[src/design/vol_pkg.sv]
/*
Constants shared by the DAC digital volume and soft-step sequencer.
Assumes a single 50 MHz clock and a classic Wishbone register slave.
*/
package vol_pkg;
	localparam int ATT_W = 7;
	localparam int LVL_W = 4;
	localparam logic [ATT_W-1:0] ATT_ZERO = 7'h00;
	localparam logic [ATT_W-1:0] ATT_MAX = 7'h7f;
	localparam logic [LVL_W-1:0] LVL_MAX = 4'h8;
	localparam logic [3:0] ADDR_CTRL = 4'h0;
	localparam logic [3:0] ADDR_LVOL = 4'h1;
	localparam logic [3:0] ADDR_RVOL = 4'h2;
	localparam logic [3:0] ADDR_MVOL = 4'h3;
	localparam logic [3:0] ADDR_FX = 4'h4;
	localparam logic [3:0] ADDR_STAT = 4'h5;
	localparam logic [3:0] ADDR_INLVL = 4'h6;
	localparam logic [3:0] ADDR_APPLIED = 4'h7;
	localparam int CTRL_DACON = 0;
	localparam int CTRL_LPWR = 1;
	localparam int CTRL_RPWR = 2;
	localparam int CTRL_SSOFF = 3;
	localparam int CTRL_SLOW = 4;
	localparam int CTRL_PGASSOFF = 5;
	localparam int CTRL_PGASLOW = 6;
	localparam int VOL_MUTE = 7;
	localparam logic [31:0] CTRL_RESET = 32'h00000006;
	localparam int STAT_DONE = 0;
	localparam int STAT_PDDONE = 1;
	localparam int STAT_LPWR = 2;
	localparam int STAT_RPWR = 3;
	localparam int FS_HZ = 48000;
	localparam int CLK_HZ = 50000000;
	localparam int FS_DIV = CLK_HZ / FS_HZ;
	typedef enum logic [2:0] {SEQ_OFF, SEQ_RISE, SEQ_RUN, SEQ_FXFALL, SEQ_FALL} seq_t;
endpackage

[src/design/sample_if.sv]
/*
Interface carrying stereo samples between the volume block and its FIFO.
Assumes both ends sit on the one clock.
*/
`timescale 1ns/1ns
interface sample_if #(parameter int W = 48);
	logic valid;
	logic ready;
	logic [W-1:0] data;
	modport src (output valid, output data, input ready);
	modport snk (input valid, input data, output ready);
endinterface

[src/design/dac_digital_volume.sv]
/*
DAC digital volume, soft-step and mute sequencer with a Wishbone register slave.
Assumes a 50 MHz mclk, synchronous reset, and samples from logic on the same clock.
*/
// Our own choices: the register offsets and the Wishbone register port.
// What this block does
// - Each DAC channel attenuates from 0 dB to -63.5 dB in 0.5 dB steps.
// - Each channel has its own mute bit independent of the other.
// - A master volume write sets both channels at once.
// - With soft-step on, applied gain moves one step per sample toward target.
// - A slow bit makes the gain step only every second sample.
// - A read-only done bit shows applied gain equals requested gain.
// - A control bit disables soft-step so changes apply immediately.
// - Power-down done flag sets only after ramp-down and power-down complete.
// - Any change to de-emphasis or effects selection is detected.
// - On such a change, ramp to mute, switch effects, then ramp back up.
// - At DAC power-up, volume starts muted and soft-steps up.
// - At DAC power-off, volume ramps to mute before circuitry powers down.
// - A register bit switches the whole stereo DAC on or off.
// - Each channel analog section has its own power control.
// - Each analog input level spans 0 dB to -12 dB in 1.5 dB steps.
// - Input level soft-steps follow the ADC gain soft-step settings.
`timescale 1ns/1ns
module dac_digital_volume #(
	parameter int SAMPLE_W = 24,
	parameter int FIFO_DEPTH = 8,
	parameter int NUM_INPUTS = 6,
	parameter int DIV = vol_pkg::FS_DIV
) (
	input wire logic mclk,
	input wire logic rst,
	input wire logic [3:0] wbAdr,
	input wire logic [31:0] wbDatI,
	output logic [31:0] wbDatO,
	input wire logic [3:0] wbSel,
	input wire logic wbWe,
	input wire logic wbCyc,
	input wire logic wbStb,
	output logic wbAck,
	input wire logic inValid,
	input wire logic [2*SAMPLE_W-1:0] inData,
	output logic inReady,
	output logic outValid,
	output logic [2*SAMPLE_W-1:0] outData,
	input wire logic outReady,
	output logic dacPowerL,
	output logic dacPowerR,
	output logic [1:0] fxSelect,
	output logic [NUM_INPUTS*vol_pkg::LVL_W-1:0] inLevel
);
	localparam int AW = vol_pkg::ATT_W;
	localparam int LW = vol_pkg::LVL_W;

	sample_if #(.W(2*SAMPLE_W)) fin ();
	sample_if #(.W(2*SAMPLE_W)) fout ();

	logic [31:0] ctrl_q;
	logic [7:0] lVol_q;
	logic [7:0] rVol_q;
	logic [1:0] fxReq_q;
	logic [1:0] fxApplied_q;
	logic [NUM_INPUTS*LW-1:0] inLvlReq_q;
	logic [NUM_INPUTS*LW-1:0] inLvl_q;
	logic [AW:0] lGain_q;
	logic [AW:0] rGain_q;
	logic [AW:0] lTarget;
	logic [AW:0] rTarget;
	logic [15:0] div_q;
	logic tick;
	logic half_q;
	logic stepEn;
	logic pgaHalf_q;
	logic pgaStep;
	logic pdDone_q;
	logic ackHold_q;
	vol_pkg::seq_t seq_q;
	logic atMute;
	logic atTarget;
	logic forceMute;
	logic [2*SAMPLE_W-1:0] outData_d;

	// Gain code: 0..127 attenuation in half-dB, 128 stands for mute.
	function automatic logic [AW:0] stepToward(input logic [AW:0] cur, input logic [AW:0] tgt);
		if (cur < tgt)
			stepToward = cur + 1'b1;
		else if (cur > tgt)
			stepToward = cur - 1'b1;
		else
			stepToward = cur;
	endfunction

	function automatic logic signed [SAMPLE_W-1:0] scale(input logic signed [SAMPLE_W-1:0] s,
		input logic [AW:0] g);
		logic signed [SAMPLE_W+15:0] prod;
		logic [15:0] mant;
		logic [3:0] sh;
		prod = '0;
		mant = 16'h0000;
		sh = 4'h0;
		if (g[AW])
			scale = '0;
		else
		begin
			// A 6 dB shift per 12 codes plus a linear ratio keeps area small at the cost of accuracy.
			// The ratio starts at exactly one so that code 0 passes samples unchanged.
			sh = 4'(g / 12);
			mant = 16'(16'h8000 - 16'(16'h0555 * 16'(g % 12)));
			prod = (SAMPLE_W+16)'(s) * $signed({1'b0, mant});
			scale = SAMPLE_W'(prod >>> (15 + sh));
		end
	endfunction

	assign lTarget = lVol_q[vol_pkg::VOL_MUTE] ? {1'b1, {AW{1'b0}}} : {1'b0, lVol_q[AW-1:0]};
	assign rTarget = rVol_q[vol_pkg::VOL_MUTE] ? {1'b1, {AW{1'b0}}} : {1'b0, rVol_q[AW-1:0]};
	assign atMute = lGain_q[AW] && rGain_q[AW];
	assign atTarget = (lGain_q == lTarget) && (rGain_q == rTarget);
	assign forceMute = (seq_q == vol_pkg::SEQ_FXFALL) || (seq_q == vol_pkg::SEQ_FALL)
		|| (seq_q == vol_pkg::SEQ_OFF);

	// The divider stands in for the sample clock, so DIV sets the sample rate.
	always_ff @(posedge mclk)
	begin
		if (rst)
			div_q <= '0;
		else if (div_q == 16'(DIV - 1))
			div_q <= '0;
		else
			div_q <= div_q + 1'b1;
	end
	assign tick = (div_q == 16'(DIV - 1));

	always_ff @(posedge mclk)
	begin
		if (rst)
		begin
			half_q <= 1'b0;
			pgaHalf_q <= 1'b0;
		end
		else if (tick)
		begin
			half_q <= ~half_q;
			pgaHalf_q <= ~pgaHalf_q;
		end
	end
	assign stepEn = tick && (!ctrl_q[vol_pkg::CTRL_SLOW] || half_q);
	assign pgaStep = tick && (!ctrl_q[vol_pkg::CTRL_PGASLOW] || pgaHalf_q);

	// Wishbone slave: one wait state, ack dropped the cycle after it is given.
	always_ff @(posedge mclk)
	begin
		if (rst)
			ackHold_q <= 1'b0;
		else
			ackHold_q <= wbCyc && wbStb && !ackHold_q;
	end
	assign wbAck = ackHold_q;

	always_ff @(posedge mclk)
	begin
		if (rst)
		begin
			ctrl_q <= vol_pkg::CTRL_RESET;
			lVol_q <= 8'h00;
			rVol_q <= 8'h00;
			fxReq_q <= 2'h0;
			inLvlReq_q <= '0;
		end
		else if (wbCyc && wbStb && wbWe && ackHold_q && wbSel[0])
		begin
			if (wbAdr == vol_pkg::ADDR_CTRL)
				ctrl_q <= {25'h0000000, wbDatI[6:0]};
			else if (wbAdr == vol_pkg::ADDR_LVOL)
				lVol_q <= wbDatI[7:0];
			else if (wbAdr == vol_pkg::ADDR_RVOL)
				rVol_q <= wbDatI[7:0];
			else if (wbAdr == vol_pkg::ADDR_MVOL)
			begin
				lVol_q <= wbDatI[7:0];
				rVol_q <= wbDatI[7:0];
			end
			else if (wbAdr == vol_pkg::ADDR_FX)
				fxReq_q <= wbDatI[1:0];
			else if (wbAdr == vol_pkg::ADDR_INLVL)
			begin
				for (int i = 0; i < NUM_INPUTS; i++)
				begin
					if (wbDatI[i*LW +: LW] > vol_pkg::LVL_MAX)
						inLvlReq_q[i*LW +: LW] <= vol_pkg::LVL_MAX;
					else
						inLvlReq_q[i*LW +: LW] <= wbDatI[i*LW +: LW];
				end
			end
		end
	end

	always_comb
	begin
		wbDatO = 32'h00000000;
		if (wbAdr == vol_pkg::ADDR_CTRL)
			wbDatO = ctrl_q;
		else if (wbAdr == vol_pkg::ADDR_LVOL)
			wbDatO = {24'h000000, lVol_q};
		else if (wbAdr == vol_pkg::ADDR_RVOL)
			wbDatO = {24'h000000, rVol_q};
		else if (wbAdr == vol_pkg::ADDR_FX)
			wbDatO = {28'h0000000, fxApplied_q, fxReq_q};
		else if (wbAdr == vol_pkg::ADDR_STAT)
			wbDatO = {28'h0000000, dacPowerR, dacPowerL, pdDone_q, atTarget && !forceMute};
		else if (wbAdr == vol_pkg::ADDR_INLVL)
			wbDatO = 32'(inLvl_q);
		else if (wbAdr == vol_pkg::ADDR_APPLIED)
			// Left keeps only its upper seven bits so both codes fit below bit 15.
			wbDatO = {17'h00000, rGain_q, lGain_q[AW:1]};
	end

	// Sequencer for power-up, power-down and effects-change mute.
	always_ff @(posedge mclk)
	begin
		if (rst)
		begin
			seq_q <= vol_pkg::SEQ_OFF;
			fxApplied_q <= 2'h0;
			pdDone_q <= 1'b1;
		end
		else
		begin
			case (seq_q)
				vol_pkg::SEQ_OFF:
					if (ctrl_q[vol_pkg::CTRL_DACON])
					begin
						seq_q <= vol_pkg::SEQ_RISE;
						pdDone_q <= 1'b0;
					end
				vol_pkg::SEQ_RISE, vol_pkg::SEQ_RUN:
					if (!ctrl_q[vol_pkg::CTRL_DACON])
						seq_q <= vol_pkg::SEQ_FALL;
					else if (fxReq_q != fxApplied_q)
						seq_q <= vol_pkg::SEQ_FXFALL;
					else
						seq_q <= vol_pkg::SEQ_RUN;
				vol_pkg::SEQ_FXFALL:
					if (atMute)
					begin
						fxApplied_q <= fxReq_q;
						seq_q <= vol_pkg::SEQ_RISE;
					end
				vol_pkg::SEQ_FALL:
					if (atMute)
					begin
						seq_q <= vol_pkg::SEQ_OFF;
						pdDone_q <= 1'b1;
					end
				default:
					seq_q <= vol_pkg::SEQ_OFF;
			endcase
		end
	end

	always_ff @(posedge mclk)
	begin
		if (rst)
		begin
			lGain_q <= {1'b1, {AW{1'b0}}};
			rGain_q <= {1'b1, {AW{1'b0}}};
		end
		else if (ctrl_q[vol_pkg::CTRL_SSOFF])
		begin
			lGain_q <= forceMute ? {1'b1, {AW{1'b0}}} : lTarget;
			rGain_q <= forceMute ? {1'b1, {AW{1'b0}}} : rTarget;
		end
		else if (stepEn)
		begin
			lGain_q <= stepToward(lGain_q, forceMute ? {1'b1, {AW{1'b0}}} : lTarget);
			rGain_q <= stepToward(rGain_q, forceMute ? {1'b1, {AW{1'b0}}} : rTarget);
		end
	end

	always_ff @(posedge mclk)
	begin
		if (rst)
			inLvl_q <= '0;
		else
		begin
			for (int i = 0; i < NUM_INPUTS; i++)
			begin
				if (ctrl_q[vol_pkg::CTRL_PGASSOFF])
					inLvl_q[i*LW +: LW] <= inLvlReq_q[i*LW +: LW];
				else if (pgaStep)
				begin
					if (inLvl_q[i*LW +: LW] < inLvlReq_q[i*LW +: LW])
						inLvl_q[i*LW +: LW] <= inLvl_q[i*LW +: LW] + 1'b1;
					else if (inLvl_q[i*LW +: LW] > inLvlReq_q[i*LW +: LW])
						inLvl_q[i*LW +: LW] <= inLvl_q[i*LW +: LW] - 1'b1;
				end
			end
		end
	end
	assign inLevel = inLvl_q;

	// Analog power follows the sequencer so circuitry stays up while ramping down.
	assign dacPowerL = (seq_q != vol_pkg::SEQ_OFF) && ctrl_q[vol_pkg::CTRL_LPWR];
	assign dacPowerR = (seq_q != vol_pkg::SEQ_OFF) && ctrl_q[vol_pkg::CTRL_RPWR];
	assign fxSelect = fxApplied_q;

	assign fin.valid = inValid;
	assign fin.data = inData;
	assign inReady = fin.ready;

	sample_fifo #(.W(2*SAMPLE_W), .DEPTH(FIFO_DEPTH)) fifo (
		.mclk(mclk),
		.rst(rst),
		.inp(fin),
		.outp(fout)
	);

	assign outData_d = {scale(fout.data[2*SAMPLE_W-1:SAMPLE_W], rGain_q),
		scale(fout.data[SAMPLE_W-1:0], lGain_q)};
	// Output register is refilled only when empty or drained, so back-pressure reaches the FIFO.
	assign fout.ready = !outValid || outReady;

	always_ff @(posedge mclk)
	begin
		if (rst)
		begin
			outValid <= 1'b0;
			outData <= '0;
		end
		else if (fout.ready)
		begin
			outValid <= fout.valid;
			outData <= outData_d;
		end
	end
endmodule

[src/design/sample_fifo.sv]
/*
Synchronous FIFO with valid and ready on both sides.
Assumes one clock and a synchronous active-high reset.
*/
`timescale 1ns/1ns
module sample_fifo #(
	parameter int W = 48,
	parameter int DEPTH = 8
) (
	input wire logic mclk,
	input wire logic rst,
	sample_if.snk inp,
	sample_if.src outp
);
	localparam int AW = $clog2(DEPTH);
	logic [W-1:0] mem [DEPTH];
	logic [AW-1:0] wrPtr_q;
	logic [AW-1:0] rdPtr_q;
	logic [AW:0] count_q;
	logic push;
	logic pop;

	assign inp.ready = (count_q != (AW+1)'(DEPTH));
	assign outp.valid = (count_q != '0);
	assign outp.data = mem[rdPtr_q];
	assign push = inp.valid && inp.ready;
	assign pop = outp.valid && outp.ready;

	always_ff @(posedge mclk)
	begin
		if (push)
		begin
			mem[wrPtr_q] <= inp.data;
		end
	end

	always_ff @(posedge mclk)
	begin
		if (rst)
		begin
			wrPtr_q <= '0;
			rdPtr_q <= '0;
			count_q <= '0;
		end
		else
		begin
			if (push)
			begin
				wrPtr_q <= (wrPtr_q == AW'(DEPTH-1)) ? '0 : wrPtr_q + 1'b1;
			end
			if (pop)
			begin
				rdPtr_q <= (rdPtr_q == AW'(DEPTH-1)) ? '0 : rdPtr_q + 1'b1;
			end
			count_q <= count_q + (AW+1)'(push) - (AW+1)'(pop);
		end
	end
endmodule

[config.mk]
export PLATFORM = sky130hd
export DESIGN_NAME = dac_digital_volume
export DESIGN_NICKNAME = d
export VERILOG_FILES = /design/src/design/vol_pkg.sv /design/src/design/sample_if.sv /design/src/design/dac_digital_volume.sv /design/src/design/sample_fifo.sv
export SDC_FILE = /design/constraint.sdc
export NUM_CORES = 2
export LEC_CHECK = 0
export BUFFER_PORTS_ARGS = -buffer_cell sky130_fd_sc_hd__buf_2
export CAP_MARGIN = 25
export CORE_AREA = 5 5 413 415
export DETAILED_ROUTE_END_ITERATION = 8
export DIE_AREA = 0 0 418 420
export SYNTH_ARGS = -nofsm -noshare
export SYNTH_HDL_FRONTEND = slang
export SYNTH_HIERARCHICAL = 1
export SYNTH_SLANG_ARGS = --single-unit
[constraint.sdc]
create_clock -name mclk -period 19.8 [get_ports mclk]
set_clock_uncertainty 0.2 [all_clocks]
set_input_delay 0.99 -clock mclk [delete_from_list [all_inputs] [get_ports mclk]]
set_output_delay 0.99 -clock mclk [all_outputs]
set_load 0.05 [all_outputs]
==> out/summary.txt <==
Port Buf Inserts - 186
Total track usage - 19.28%
Drt pass-1 iters - 6
Min cycle time layout - 16.62 ns
Max Root-Sink Buffers - 3
# Post-CTS Setup Buffers - 0
Status - complete, no violations
Drt total wl - 168.3 mm
Post-synthesis sequential area ratio - 23.34%
Worst hold path class - flip-flop to flip-flop
CP Max Fanout - 24
Gr ovfl total - 0
WL/cell - 18.89 um
Crit. End Element - flip-flop
Placed cells - 8799
Setup TNS - 0 ns
Slowest stage cell, crit path - nor3_2
Fin. Hold Viols - 0
Fmax - 60.18 MHz
Critical Path RT - 20.13 ns
Top Layer Used - met5
Simple-gate share of the synthesized area - 13.95%
Drt drc - 0
Fin util - 41.85%
Routed length on met3 - 6.248 mm
Post-synthesis compound-gate area fraction - 9.561%
Largest net degree at the start of global routing - 59
Post-CTS sizing - 0
Arrival time worst endpoint - 16.95 ns
Vias in the first global route - 49578
Die area - 175600 um2
Num rows - 150
Synth Register Bits - 560
WL met2 - 88.47 mm
Largest area contributor in the netlist - fa_1
Mux cell area share after synthesis - 8.339%
Most common cell in the synthesized netlist - inv_1
CTS clk-pin slew, worst paths - 0.07 ns
Nets - 7956
RePlAce Congestion - 0.8742
Critical path origin - lGain_q[6]
Initial antenna violation count - 13
Largest family of logic cells by synthesized area - adder cells
Cell mode on critical path - fa_1
Adder-cell share of the synthesized area - 33.08%
Hold Buf Count CTS - 0
Finished Layout Cells - 8907
Top Family by Delay on Critical Path - adder cells
Top FF cell, synth - edfxtp_1
Max_slew headroom - 29.16%
Met1 wire length - 69.08 mm
Hold wc startpoint - inLvlReq_q[4]
Fin Hold WS - 0.2318 ns
TritonCTS clock tree - built
CTS buffer count - 56
CP startpoint kind - flip-flop
Top cell type's share of synthesized area - 25.73%
EDFF count, synth - 384
Slew Viols, Final - 0
Warnings from Yosys - 6
Post-synthesis async set-or-reset flop share - 0%
CTS Sinks - 560
Distinct cell type count after synthesis - 108
DRT iter0 DRCs - 2934
Post-Synth XOR/XNOR Area - 2.248%
Vias - 47320
Share of layout cells above drive strength 1 - 9.685%
Chip width - 418 um
Core area - 166300 um2
Clock insertion delay at the later pin of the skew report - 0.67 ns
Final number of setup-violating endpoints - 0
Layout area overhead - 7.883%
Routed Antenna Nets - 0
HPWL after DPL - 127.6 mm
CTS H-tree depth - 2
Die H - 420 um
First-pass GRT wire length - 273.2 mm
Crit path kind - flip-flop to flip-flop
Starting Density - 38.79%
Via density - 5.313
Top cells by count, synth - inv_1, fa_1, nand2_1, edfxtp_1, ha_1
Mean post-synth cell area - 9.699 um2
RSZ-0062 raised after global routing - no
CP bufs+invs - 5
Max incr delay on CP - 0.85 ns
I/O pin count - 206
Root Driver - clkbuf_16
Worst r2r src - lGain_q[6]
Top cells by area, synth - fa_1, edfxtp_1, ha_1, inv_1, dfxtp_1
Slew at the pin closest to its max-slew limit - 1.063 ns
Final period util - 83.93%
Gate Count Post-Synth - 6650
Post-Syn Area - 64500 um2
Max_cap viols - 0
## routing by layer
| layer | up-vias | GRT usage (%) |
|---|---|---|
| li1 | 21866 | - |
| met1 | 24127 | 24.21 |
| met5 | - | 0 |
| met4 | 2 | 4.850 |
| met3 | 267 | 1.500 |
| met2 | 1058 | 35.87 |
## cells by family after synthesis
| kind of cell | Yosys count |
|---|---|
| and+or+nand+nor | 1877 |
| AOI/OAI and AO/OA | 912 |
| muxes | 354 |
| adders and majority gates | 1208 |
| xor gates and xnor gates | 160 |
| other | 1 |
| DFF | 560 |
| buffers and inverters | 1578 |
## placed cells by master (no fill, tap or decap), drive strengths merged, types with 71 or more instances in the layout
cell type	netlist	routed
a21oi	249	249
and2	210	210
buf	82	266
clkbuf	245	71
dfxtp	176	176
edfxtp	384	384
fa	829	829
ha	378	378
inv	1250	1252
mux2	75	75
mux2i	153	153
mux4	126	126
nand2	747	747
nand2b	113	113
nand3	107	107
nor2	321	321
nor2b	71	71
nor3	101	101
o21ai	167	167
xnor2	104	104
## flip-flops by register name, summed over array words and instances (netlist names), 4 cells and up, named ones only
name          cells
rVol_q            8
ctrl_q            7
rGain_q           8
lVol_q            8
lGain_q           8
outData          48
fifo/count_q      4
fifo/mem        384
div_q            16
inLvlReq_q       24
inLevel          24
## worst min-delay path, stage by stage (launching register included)
cell	delay (ns)
dfxtp_1	0.34
nand2_1	0.06
a21oi_1	0.05
## layout make-up
cell class | instances | area [um2]
diodes | 2 | 5.005
well taps | 2204 | 2758
flip-flops and latches | 560 | 15070
repair buffers | 266 | 1572
clock buffers | 71 | 1499
fillers | 16231 | 96700
multi-input cells | 4519 | 43670
inverters | 1251 | 4696
clock inverters | 34 | 315.3
## per-stage QoR
| stage | setup WS [ns] | instance area (um2) |
|---|---|---|
| CTS | 3.239 | 69550 |
| global placement | 3.392 | 67710 |
| finish | 3.182 | 69590 |
| floorplan | 6.003 | 64530 |
| detailed placement | 3.301 | 67740 |
| global route | 2.370 | 69580 |
## final timing paths
| check | slack, ns | to | cells after the start |
|---|---|---|---|
| worst min-delay path | 0.23 | inLevel[4] | 2 |
| worst max-delay path | 3.18 | outData[8] | 44 |
| worst min register to register | 0.23 | inLevel[4] | 2 |
| worst max register to register | 3.18 | outData[8] | 44 |
Power is not shown: default switching activity piles up to over one toggle a cycle in this logic, so the estimate is an artifact.
